==> src/hdl/pwmsb_pkg.sv <==
// Purpose: Constants for the PWM shutoff and fan binding block
// Assumes: Byte-wide register port from the serial interface engine
// Notes: Offsets are the device register addresses
package pwmsb_pkg;

  localparam int PWMSB_DUTY_W = 9;
  localparam int PWMSB_TEMP_W = 8;
  localparam int PWMSB_LEVEL_W = 5;
  localparam int PWMSB_COEFF_W = 3;

  localparam logic [7:0] PWMSB_FILT_ADDR = 8'h32;
  localparam logic [7:0] PWMSB_THR_ONE_ADDR = 8'h33;
  localparam logic [7:0] PWMSB_THR_TWO_ADDR = 8'h34;
  localparam logic [7:0] PWMSB_BIND_ADDR = 8'h35;

  localparam logic [7:0] PWMSB_FILT_RST = 8'h00;
  localparam logic [7:0] PWMSB_THR_RST = 8'h00;
  localparam logic [7:0] PWMSB_BIND_RST = 8'h30;

  localparam logic [7:0] PWMSB_THR_MASK = 8'hF8;
  localparam logic [7:0] PWMSB_FILT_MASK = 8'h77;
  localparam logic [7:0] PWMSB_UNMAPPED = 8'h00;

  localparam int PWMSB_LEVEL_LSB = 3;
  localparam int PWMSB_STEP_ZEROS = 3;
  localparam int PWMSB_COEFF_ONE_LSB = 0;
  localparam int PWMSB_COEFF_TWO_LSB = 4;
  localparam logic [2:0] PWMSB_COEFF_BYPASS = 3'h0;

  localparam int PWMSB_BIT_PI_USES_ZONE_ONE = 0;
  localparam int PWMSB_BIT_PI_USES_ZONE_TWO = 1;
  localparam int PWMSB_BIT_CH1_PI = 2;
  localparam int PWMSB_BIT_CH2_PI = 3;
  localparam int PWMSB_BIT_T1_Z1 = 4;
  localparam int PWMSB_BIT_T2_Z2 = 5;
  localparam int PWMSB_BIT_T3_Z1 = 6;
  localparam int PWMSB_BIT_T4_Z2 = 7;

endpackage

==> src/hdl/pwmsb_core.sv <==
// Purpose: Fan drive routing, zone binding and low-duty shutoff
// Assumes: All inputs come from logic on clk_in; register port is byte wide
// Notes: Overview of operation below
// Overview of operation
// RQ1: Each channel holds a 5-bit off level in bits 7:3; times 8 gives threshold.
// RQ2: With shutoff active, output goes fully off when filtered duty is below threshold.
// RQ3: A bypassed channel filter disables that channel's shutoff completely.
// RQ4: Filter counts as disabled when its 3-bit coefficient is 000.
// RQ5: Binding bit 0 feeds zone one to the PI loop and flags its filter change.
// RQ6: Binding bit 1 feeds zone two to the PI loop and flags its filter change.
// RQ7: With both zones bound, the PI loop sees the hotter reading.
// RQ8: Binding bit 2 drives output one from the PI result.
// RQ9: Binding bit 3 drives output two from the PI result.
// RQ10: With its PI bit clear, an output takes only its lookup-table duty.
// RQ11: Table one uses zone one when bit 4 set, else zone three.
// RQ12: Table two uses zone two when bit 5 set, else zone four.
// RQ13: Table three uses zone one when bit 6 set, else zone three.
// RQ14: Table four uses zone two when bit 7 set, else zone four.
`timescale 1ns/10ps

module pwmsb_core
  import pwmsb_pkg::*;
#(
  parameter int DUTY_W = PWMSB_DUTY_W,
  parameter int TEMP_W = PWMSB_TEMP_W
) (
  input wire logic clk_in,
  input wire logic srst_in,
  input wire logic [7:0] reg_addr_in,
  input wire logic [7:0] reg_wdata_in,
  input wire logic reg_wr_in,
  input wire logic reg_rd_in,
  output logic [7:0] reg_rdata_out,
  input wire logic signed [TEMP_W-1:0] zone_one_temp_in,
  input wire logic signed [TEMP_W-1:0] zone_two_temp_in,
  input wire logic signed [TEMP_W-1:0] zone_three_temp_in,
  input wire logic signed [TEMP_W-1:0] zone_four_temp_in,
  input wire logic [DUTY_W-1:0] pi_result_in,
  input wire logic [DUTY_W-1:0] lut_one_duty_in,
  input wire logic [DUTY_W-1:0] lut_two_duty_in,
  input wire logic [DUTY_W-1:0] filt_one_duty_in,
  input wire logic [DUTY_W-1:0] filt_two_duty_in,
  output logic [DUTY_W-1:0] src_one_duty_out,
  output logic [DUTY_W-1:0] src_two_duty_out,
  output logic [DUTY_W-1:0] pwm_one_duty_out,
  output logic [DUTY_W-1:0] pwm_two_duty_out,
  output logic chan_one_shut_out,
  output logic chan_two_shut_out,
  output logic chan_one_bypass_out,
  output logic chan_two_bypass_out,
  output logic signed [TEMP_W-1:0] pi_temp_out,
  output logic pi_active_out,
  output logic pi_uses_zone_one_out,
  output logic pi_uses_zone_two_out,
  output logic signed [TEMP_W-1:0] table_one_temp_out,
  output logic signed [TEMP_W-1:0] table_two_temp_out,
  output logic signed [TEMP_W-1:0] table_three_temp_out,
  output logic signed [TEMP_W-1:0] table_four_temp_out
);

  logic [7:0] filt_cfg_r;
  logic [7:0] thr_one_r;
  logic [7:0] thr_two_r;
  logic [7:0] bind_r;

  // Register decode
  wire sel_filt = (reg_addr_in == PWMSB_FILT_ADDR);
  wire sel_thr_one = (reg_addr_in == PWMSB_THR_ONE_ADDR);
  wire sel_thr_two = (reg_addr_in == PWMSB_THR_TWO_ADDR);
  wire sel_bind = (reg_addr_in == PWMSB_BIND_ADDR);

  // Reserved bits read as zero
  wire [7:0] rd_mux = sel_filt ? filt_cfg_r :
                      sel_thr_one ? thr_one_r :
                      sel_thr_two ? thr_two_r :
                      sel_bind ? bind_r : PWMSB_UNMAPPED;

  always_ff @(posedge clk_in) begin
    if (srst_in) begin
      filt_cfg_r <= PWMSB_FILT_RST;
      thr_one_r <= PWMSB_THR_RST;
      thr_two_r <= PWMSB_THR_RST;
      bind_r <= PWMSB_BIND_RST;
    end else if (reg_wr_in) begin
      if (sel_filt) begin
        filt_cfg_r <= reg_wdata_in & PWMSB_FILT_MASK;
      end
      if (sel_thr_one) begin
        thr_one_r <= reg_wdata_in & PWMSB_THR_MASK; // RQ1
      end
      if (sel_thr_two) begin
        thr_two_r <= reg_wdata_in & PWMSB_THR_MASK; // RQ1
      end
      if (sel_bind) begin
        bind_r <= reg_wdata_in;
      end
    end
  end

  always_ff @(posedge clk_in) begin
    if (srst_in) begin
      reg_rdata_out <= PWMSB_UNMAPPED;
    end else if (reg_rd_in) begin
      reg_rdata_out <= rd_mux;
    end
  end

  // Binding fields
  wire pi_uses_zone_one = bind_r[PWMSB_BIT_PI_USES_ZONE_ONE];
  wire pi_uses_zone_two = bind_r[PWMSB_BIT_PI_USES_ZONE_TWO];
  wire table_one_zone_sel = bind_r[PWMSB_BIT_T1_Z1];
  wire table_two_zone_sel = bind_r[PWMSB_BIT_T2_Z2];
  wire table_three_zone_sel = bind_r[PWMSB_BIT_T3_Z1];
  wire table_four_zone_sel = bind_r[PWMSB_BIT_T4_Z2];

  // PI temperature source: hotter of the bound processor zones
  wire zone_one_hotter = (zone_one_temp_in >= zone_two_temp_in);
  wire signed [TEMP_W-1:0] both_hot = zone_one_hotter ? zone_one_temp_in : zone_two_temp_in; // RQ7
  wire signed [TEMP_W-1:0] pi_temp_nxt =
    (pi_uses_zone_one && pi_uses_zone_two) ? both_hot : // RQ7
    pi_uses_zone_one ? zone_one_temp_in : // RQ5
    pi_uses_zone_two ? zone_two_temp_in : // RQ6
    '0;

  // Lookup-table zone selection
  wire signed [TEMP_W-1:0] t1_nxt = table_one_zone_sel ? zone_one_temp_in : zone_three_temp_in; // RQ11
  wire signed [TEMP_W-1:0] t2_nxt = table_two_zone_sel ? zone_two_temp_in : zone_four_temp_in; // RQ12
  wire signed [TEMP_W-1:0] t3_nxt = table_three_zone_sel ? zone_one_temp_in : zone_three_temp_in; // RQ13
  wire signed [TEMP_W-1:0] t4_nxt = table_four_zone_sel ? zone_two_temp_in : zone_four_temp_in; // RQ14

  always_ff @(posedge clk_in) begin
    if (srst_in) begin
      pi_temp_out <= '0;
      pi_active_out <= 1'b0;
      pi_uses_zone_one_out <= 1'b0;
      pi_uses_zone_two_out <= 1'b0;
      table_one_temp_out <= '0;
      table_two_temp_out <= '0;
      table_three_temp_out <= '0;
      table_four_temp_out <= '0;
    end else begin
      pi_temp_out <= pi_temp_nxt;
      pi_active_out <= pi_uses_zone_one | pi_uses_zone_two;
      pi_uses_zone_one_out <= pi_uses_zone_one; // RQ5
      pi_uses_zone_two_out <= pi_uses_zone_two; // RQ6
      table_one_temp_out <= t1_nxt;
      table_two_temp_out <= t2_nxt;
      table_three_temp_out <= t3_nxt;
      table_four_temp_out <= t4_nxt;
    end
  end

  // Per-channel arrays
  wire [DUTY_W-1:0] lut_duty [2];
  wire [DUTY_W-1:0] filt_duty [2];
  wire [7:0] thr_reg [2];
  wire [PWMSB_COEFF_W-1:0] coeff [2];
  wire from_pi [2];
  logic [DUTY_W-1:0] src_r [2];
  logic [DUTY_W-1:0] pwm_r [2];
  logic shut_r [2];
  logic bypass_r [2];

  assign lut_duty[0] = lut_one_duty_in;
  assign lut_duty[1] = lut_two_duty_in;
  assign filt_duty[0] = filt_one_duty_in;
  assign filt_duty[1] = filt_two_duty_in;
  assign thr_reg[0] = thr_one_r;
  assign thr_reg[1] = thr_two_r;
  assign coeff[0] = filt_cfg_r[PWMSB_COEFF_ONE_LSB +: PWMSB_COEFF_W]; // RQ4
  assign coeff[1] = filt_cfg_r[PWMSB_COEFF_TWO_LSB +: PWMSB_COEFF_W]; // RQ4
  assign from_pi[0] = bind_r[PWMSB_BIT_CH1_PI];
  assign from_pi[1] = bind_r[PWMSB_BIT_CH2_PI];

  genvar ch;
  generate
    for (ch = 0; ch < 2; ch++) begin : g_chan
      wire [PWMSB_LEVEL_W-1:0] off_level = thr_reg[ch][PWMSB_LEVEL_LSB +: PWMSB_LEVEL_W];
      // Level times eight, zero-extended to duty width
      wire [DUTY_W-1:0] threshold =
        DUTY_W'({off_level, {PWMSB_STEP_ZEROS{1'b0}}}); // RQ1
      wire bypass = (coeff[ch] == PWMSB_COEFF_BYPASS); // RQ4
      wire shut = !bypass && (filt_duty[ch] < threshold); // RQ2 RQ3
      // Source duty toward the filter
      wire [DUTY_W-1:0] src_nxt = from_pi[ch] ? pi_result_in : lut_duty[ch]; // RQ8 RQ9 RQ10

      always_ff @(posedge clk_in) begin
        if (srst_in) begin
          src_r[ch] <= '0;
          pwm_r[ch] <= '0;
          shut_r[ch] <= 1'b0;
          bypass_r[ch] <= 1'b1;
        end else begin
          src_r[ch] <= src_nxt;
          pwm_r[ch] <= shut ? '0 : filt_duty[ch]; // RQ2
          shut_r[ch] <= shut;
          bypass_r[ch] <= bypass;
        end
      end
    end
  endgenerate

  assign src_one_duty_out = src_r[0];
  assign src_two_duty_out = src_r[1];
  assign pwm_one_duty_out = pwm_r[0];
  assign pwm_two_duty_out = pwm_r[1];
  assign chan_one_shut_out = shut_r[0];
  assign chan_two_shut_out = shut_r[1];
  assign chan_one_bypass_out = bypass_r[0];
  assign chan_two_bypass_out = bypass_r[1];

endmodule

==> config.mk <==
export PLATFORM = sky130hd
export DESIGN_NAME = pwmsb_core
export DESIGN_NICKNAME = d
export VERILOG_FILES = /design/src/hdl/pwmsb_pkg.sv /design/src/hdl/pwmsb_core.sv
export SDC_FILE = /design/constraint.sdc
export NUM_CORES = 1
export LEC_CHECK = 0
export ABC_AREA = 1
export BUFFER_PORTS_ARGS = -buffer_cell sky130_fd_sc_hd__clkbuf_2
export CAP_MARGIN = 20
export CORE_ASPECT_RATIO = 1.5
export CORE_MARGIN = 2
export CORE_UTILIZATION = 40
export DETAILED_ROUTE_END_ITERATION = 10
export PLACE_DENSITY = 0.69
export SYNTH_ARGS = -nofsm -noshare
export SYNTH_HDL_FRONTEND = slang
export SYNTH_SLANG_ARGS = --single-unit
==> constraint.sdc <==
create_clock -name clk_in -period 3.7 [get_ports clk_in]
set_input_delay 0.185 -clock clk_in [delete_from_list [all_inputs] [get_ports clk_in]]
set_output_delay 0.185 -clock clk_in [all_outputs]
set_load 0.02 [all_outputs]
==> qor.yml, run 1 <==
clock_network:
  postCtsResizedCells: 0
  postCtsSetupRepairBufs: 0
  tritoncts: "built"
  cts_buffer_depth: 2
  clock-sinks: 115
  insertion_delay_ns: 0.40
  hold_buffers: 18
  clkSlewWorstSetupHoldPaths_ns: 0.05
  cts_buffers: 17
  cts-root-buf: "clkbuf_16"
  htreeDepth: 4
placed_design:
  portBuffers: 187
  place_congestion: 0.864
  place_ws_ns: 1.79
  dp_hpwl_mm: 9.92
drt:
  avgRoutedWirePerCell_um: 14.4
  drt-total-wl_mm: 13.2
  first_iter_violations: 141
  via_count: 4580
  drc_errors: 0
  dr.pass1.iters: 4
  antenna_left: 0
  vias_per_cell: 4.97
floorplanning:
  dieWidth_um: 90.6
  rows: 47
  core_mm2: 0.0110
  initial_utilization_pct: 40.9
  die-area_mm2: 0.0121
  io_pins: 188
  die_h_um: 134
timing:
  period_minus_slack_ns: 1.70
  tightest_slew_ns: 0.562
  hold_viol: 0
  relSlewSlack_pct: 62.5
  drv_slew: 0
  timing.hold.ws_ns: 0.0233
  finalSetupTns_ns: 0
  setup_viol: 0
  fmax_mhz: 587
  skew_ns: 0.00510
  finalCritPeriodShare_pct: 46.0
  setup_slack_ns: 2.00
  rsz0062_at_grt: "no"
finish:
  area_growth_pct: 41.0
  antenna_cells: 0
  layout-drive-gt1-share_pct: 32.3
  nets: 874
  final_util_pct: 57.7
setup_path:
  critPathSlowestCell: "dlygate4sd3_1"
  path_max_fanout: 9
  critical-path-max-stage-delay_ns: 0.53
  arrival_ns: 1.98
  cp.required_ns: 3.98
  critical_path_class: "in -> reg"
  r2r_cells: 10
  path_cells: "dlygate4sd3_1 -> clkbuf_2 -> ha_1 -> o21ai_1 -> nand2_1 -> a21oi_1 -> nor2_1 -> o21ai_1 -> nand3_1 -> nand2_1 -> nor2_1"
  startpoint_type: "input pin"
  setup.worst_path.end_class: "flop"
job:
  drv_cap: 0
synthesis:
  yosys.cell_types.count: 27
  yosys_warnings: 0
  yosys.area.top_type: "dfxtp_1"
  syn-num-nets: 671
  yosysSeqAreaShare_pct: 51.2
  synth_seq_cells: 115
  syn_inst: 558
  yosys.area.top_type_share_pct: 51.2
  syn_area_per_cell_um2: 8.07
  netlist_area_mm2: 0.00450
  synthTopCellsByArea: "dfxtp_1 (51%), a21oi_1 (7.6%), nor2_1 (6.3%), o21ai_0 (5.9%), inv_1 (5.3%)"
pwr:
  power_density_mw_per_mm2: 528
  vdd_drop_max_v: 0.000295
  power.leakage_nw: 3.16
  power_mw: 3.35
global_routing:
  grt_antenna_before_repair: 0
  grt_pass1_vias: 4407
  grt_overflow: 0
  grt_max_degree: 44
  track_usage_pct: 21.5
  grt_pass1_wl_mm: 20.8
worst_hold_path:
  hold_depth: 3
  hp-class: "in -> reg"
status:
  status: "finished clean"
-- layer usage --
| metal | GRT usage [%] | vias to the layer above | part of all wire (%) |
|---|---|---|---|
| li1 | - | 2263 | - |
| met1 | 22.5 | 2110 | 38 |
| met2 | 39.3 | 178 | 55 |
| met3 | 5.79 | 29 | 4.6 |
| met4 | 10.9 | 0 | 3.0 |
| met5 | 0 | - | 0 |
-- kinds of logic after synthesis --
kind of cell | count (synthesis) | share of synthesized area [%]
compound gates | 177 | 21.5
buf+inv | 100 | 8.62
fa+ha+maj | 16 | 4.45
flops | 115 | 51.2
simple gates | 150 | 14.3
-- power breakdown --
group / internal, mW / switching, mW
Clock: 1.13 / 0.598
Sequential: 1.28 / 0.0135
Combinational: 0.122 / 0.201
Total: 2.54 / 0.813
-- Yosys cell counts --
library cell	n
a21o_1	1
a21oi_1	68
buf_1	1
buf_2	4
buf_6	1
clkbuf_1	16
dfxtp_1	115
ha_1	16
inv_1	64
inv_2	14
nand2_1	47
nand2_2	4
nand3_1	11
nand3_2	1
nand4_1	4
nand4_2	2
nor2_1	75
nor2_2	2
nor2_4	1
nor3_1	2
nor3_2	1
o211ai_1	4
o211ai_2	5
o21ai_0	53
o21ai_1	32
o221ai_1	6
o22ai_1	8
-- metrics by stage --
step | std cells | area, µm²
floorplan | 558 | 4500
global placement | 871 | 5530
detailed placement | 871 | 5530
CTS | 921 | 6340
global route | 921 | 6340
finish | 921 | 6340
-- critical path: cells and delay by family --
kind,cells,cell delay [ns]
and+or+nand+nor,5,0.55
AOI/OAI and AO/OA,3,0.31
buffers and inverters,2,0.65
adders and majority gates,1,0.28
-- layout make-up --
| cell class | count | area, µm² |
|---|---|---|
| clock buffers | 17 | 425 |
| clock inverters | 15 | 206 |
| fillers | 1024 | 4650 |
| inverters | 78 | 293 |
| multi-input cells | 343 | 1810 |
| flip-flops and latches | 115 | 2300 |
| well taps | 147 | 184 |
| repair buffers | 206 | 1120 |
-- path summary, 6_finish.rpt --
| kind | slack, ns | startpoint | to |
|---|---|---|---|
| max | 2.00 | filt_two_duty_in[4] | pwm_r[1][5]$_SDFF_PP0_ |
| min | 0.02 | lut_two_duty_in[3] | src_r[1][3]$_SDFF_PP0_ |
| max reg2reg | 2.07 | thr_one_r[4]$_SDFFE_PP0P_ | pwm_r[0][4]$_SDFF_PP0_ |
| min reg2reg | 0.46 | reg_rdata_out[3]$_SDFFE_PP0P_ | reg_rdata_out[3]$_SDFFE_PP0P_ |
-- sequential cells by signal, summed over array words and instances (netlist names), 5 cells and up --
register	count
table_two_temp_out	8
bind_r	8
filt_cfg_r	6
table_one_temp_out	8
thr_two_r	5
src_r	18
table_four_temp_out	8
pwm_r	18
reg_rdata_out	8
pi_temp_out	8
thr_one_r	5
table_three_temp_out	8
-- layout by cell type (no fill, tap or decap) --
cell type | netlist | final
nand4_2 | 2 | 2
clkinv_4 | 0 | 5
clkinvlp_4 | 0 | 2
a21oi_1 | 68 | 68
o221ai_1 | 6 | 6
nand4_1 | 4 | 4
nor2_2 | 2 | 2
nand2_1 | 47 | 47
nor2_1 | 75 | 75
nor2_4 | 1 | 1
buf_4 | 0 | 1
ha_1 | 16 | 16
bufinv_16 | 0 | 4
nor3_2 | 1 | 1
nor3_1 | 2 | 2
a21o_1 | 1 | 1
nand3_1 | 11 | 11
dfxtp_1 | 115 | 115
nand2_2 | 4 | 4
o21ai_0 | 53 | 53
o211ai_1 | 4 | 4
inv_1 | 64 | 64
dlygate4sd3_1 | 0 | 18
clkbuf_16 | 0 | 17
inv_6 | 0 | 2
o211ai_2 | 5 | 5
inv_2 | 14 | 14
o22ai_1 | 8 | 8
o21ai_1 | 32 | 32
clkinv_2 | 0 | 2
clkbuf_2 | 0 | 187
nand3_2 | 1 | 1
No activity file was read; power rests on OpenSTA's default activity.
==> inputs of run 2 (changes only) <==
--- a/config.mk
+++ b/config.mk
@@ -12,7 +12,7 @@
 export CORE_MARGIN = 2
 export CORE_UTILIZATION = 40
 export DETAILED_ROUTE_END_ITERATION = 10
-export PLACE_DENSITY = 0.69
+export PLACE_DENSITY = 0.71
 export SYNTH_ARGS = -nofsm -noshare
 export SYNTH_HDL_FRONTEND = slang
 export SYNTH_SLANG_ARGS = --single-unit
==> constraint.sdc (replaced) <==
create_clock -name clk_in -period 1.5 [get_ports clk_in]
set_input_delay 0.075 -clock clk_in [delete_from_list [all_inputs] [get_ports clk_in]]
set_output_delay 0.075 -clock clk_in [all_outputs]
set_load 0.02 [all_outputs]
==> run 2 against run 1 <==
  * The flow now finishes with violations (setup timing)
  * Highest routed layer unchanged
  * Global-route usage increased by 2.2 points
  * Sequential share of layout area decreased by 3.9 points
  * Register-to-register slack got worse by 2.1 ns
  * Critical path type is now reg -> reg
  * Largest power group unchanged
  * Critical endpoint is now pwm_r[0][8]$_SDFF_PP0_
==> qor.yml, run 2 (synthesized netlist as in run 1, its figures left out) <==
setup_path:
  critical-path-max-stage-delay_ns: 0.32  # -0.21 ns
  crit_top_cell: "nor2_1"
  cp.required_ns: 1.79  # -2.19 ns
  critical-path-top-delay-family: "simple AND/OR/NAND/NOR gates"
  setup.worst_path.end_class: "flop"
  critPathSlowestCell: "dfxtp_2"
  arrival_ns: 1.82  # -0.16 ns
  startpoint_type: "flop"
  critPathBufInv: 1  # -1
  path_cells: "inv_2 -> ha_4 -> o21ai_2 -> nand2_1 -> a21oi_2 -> nor2_1 -> o21ai_1 -> nand3_2 -> nand2_2 -> nor2_1"
  path_max_fanout: 4  # -5
  critical_path_class: "reg -> reg"
finish:
  final_cell_mix: "clkbuf_2 (187), dfxtp_1 (113), nor2_1 (72)"
  multiInputGateArea_mm2: 0.00187  # +3.5%
  fin_cells: 1001  # +8.7%
  design_area_mm2: 0.00711  # +12%
  reg.largest.list: "pwm_r (18), src_r (18)"
  num-fill-cells: 933  # -8.9%
  ff_latch_area_mm2: 0.00230  # +0.11%
  mostFrequentLayoutCell: "clkbuf_2"
  final_util_pct: 64.7  # +7.0 points
  antenna_cells: 0  # unchanged
  area_growth_pct: 58.0
  layout-drive-gt1-share_pct: 33.8  # +1.5 points
  nets: 954  # +9.2%
clock_network:
  cts_buffers: 17  # unchanged
  htreeDepth: 4  # unchanged
  clkSlewWorstSetupHoldPaths_ns: 0.05  # about the same
  clock-sinks: 115  # unchanged
  insertion_delay_ns: 0.40  # about the same
  cts_buffer_depth: 2  # unchanged
  cts-root-buf: "clkbuf_16"
  postCtsSetupRepairBufs: 0  # unchanged
  tritoncts: "built"
pwr:
  power_density_mw_per_mm2: 1150  # +120%
  p_int_mw: 6.18  # +140%
  power.leakage_nw: 3.51  # +11%
  p_switching_mw: 1.98  # +140%
  switching_share_pct: 24.2  # -0.048 points
  pwr-share-comb_pct: 12.3  # +2.6 points
  power_mw: 8.16  # +140%
  clkPwrFrac_pct: 48.5  # -3.2 points
  pwr-share-seq_pct: 39.2  # +0.5 points
  vdd_drop_max_v: 0.000809  # +170%
floorplanning:
  rows: 47  # unchanged
  io_pins: 188  # unchanged
  dieWidth_um: 90.6  # unchanged
  core_mm2: 0.0110  # unchanged
  die-area_mm2: 0.0121  # unchanged
  die_h_um: 134  # unchanged
  initial_utilization_pct: 40.9  # unchanged
timing:
  fmax_mhz: 653
  finalSetupTns_ns: -0.167  # -0.167 ns
  setup_slack_ns: -0.0304  # -2.03 ns
  skew_ns: 0.00427  # -0.000833 ns
  tightest_slew_ns: 0.475  # -0.0871 ns
  hold_viol: 0  # unchanged
  setup_viol: 10  # +10
  period_minus_slack_ns: 1.53
  relSlewSlack_pct: 68.3  # +5.9 points
  finalCritPeriodShare_pct: 102
  drv_slew: 0  # unchanged
  rsz0062_at_grt: "yes"
  timing.hold.ws_ns: 0.0309  # +0.00761 ns
worst_hold_path:
  hp-class: "in -> reg"
drt:
  first_iter_violations: 136  # -3.5%
  vias_per_cell: 5.00  # +0.65%
  drt-met1-wl_mm: 5.42  # +8.4%
  drt-total-wl_mm: 14.5  # +9.8%
  top_layer_used: "met4"
  dr.pass1.iters: 5  # +1
  wl_met2_mm: 7.57  # +4.7%
  avgRoutedWirePerCell_um: 14.5  # +0.98%
  via_count: 5010  # +9.4%
  wl_met3_um: 802  # +31%
  antenna_left: 0  # unchanged
  drc_errors: 0  # unchanged
global_routing:
  grt_pass1_wl_mm: 23.1  # +11%
  grt_antenna_before_repair: 0  # unchanged
  track_usage_pct: 23.7  # +2.2 points
  grt_max_degree: 81  # +84%
  grt_overflow: 0  # unchanged
  grt_pass1_vias: 5044  # +14%
placed_design:
  place_ws_ns: -0.0948  # -1.89 ns
  dp_hpwl_mm: 9.86  # -0.53%
  placed_cells: 898  # +3.1%
  place_congestion: 0.903  # +4.4%
  placed_area_mm2: 0.00576  # +4.1%
  portBuffers: 187  # unchanged
status:
  status: "finished, violations left"
  violations: "setup timing"
job:
  drv_cap: 0  # unchanged
-- run 2: area by class of cell --
cell class	instances	area share, %
clock buffer	23	6.72
clock inverter	9	1.46
inverter	78	4.12
multi-input combinational	344	26.4
sequential	115	32.4
tap	147	2.59
timing repair buffer	285	26.4
-- run 2: metal layers --
| metal | up-vias | GRT usage [%] |
|---|---|---|
| met2 | 227 | 42.1 |
| li1 | 2416 | - |
| met3 | 68 | 5.56 |
| met1 | 2299 | 24.4 |
| met5 | - | 0 |
| met4 | 0 | 16.6 |
-- run 2: tightest hold or removal path, stage by stage --
cell      delay (ns)
clkbuf_2        0.13
o21ai_1         0.14
a21oi_1         0.04
-- run 2: timing repair --
item	4_1_cts	5_1_grt
cloned	0	1
resized for setup	3	15
endpoints found under the hold margin	81	0
endpoints found under the setup margin	18	19
hold buffers	70	0
pin swaps	0	8
-- run 2: power groups by stage --
stage | Sequential (mW) | Combinational, mW | Clock [mW]
floorplan | 3.40 | 0.293 | 0
global placement | 3.26 | 0.802 | 0
detailed placement | 3.26 | 0.822 | 0
CTS | 3.20 | 0.975 | 4.00
global route | 3.21 | 1.09 | 4.17
finish | 3.20 | 1.00 | 3.96
-- run 2: worst paths after layout --
kind              cells past startpoint                       endpoint                           from  slack (ns)
setup / recovery                     10         pwm_r[0][8]$_SDFF_PP0_      thr_one_r[4]$_SDFFE_PP0P_       -0.03
hold / removal                        3      thr_one_r[3]$_SDFFE_PP0P_                reg_wdata_in[3]        0.03
setup reg to reg                     10         pwm_r[0][8]$_SDFF_PP0_      thr_one_r[4]$_SDFFE_PP0P_       -0.03
hold reg to reg                       2  reg_rdata_out[7]$_SDFFE_PP0P_  reg_rdata_out[7]$_SDFFE_PP0P_        0.47
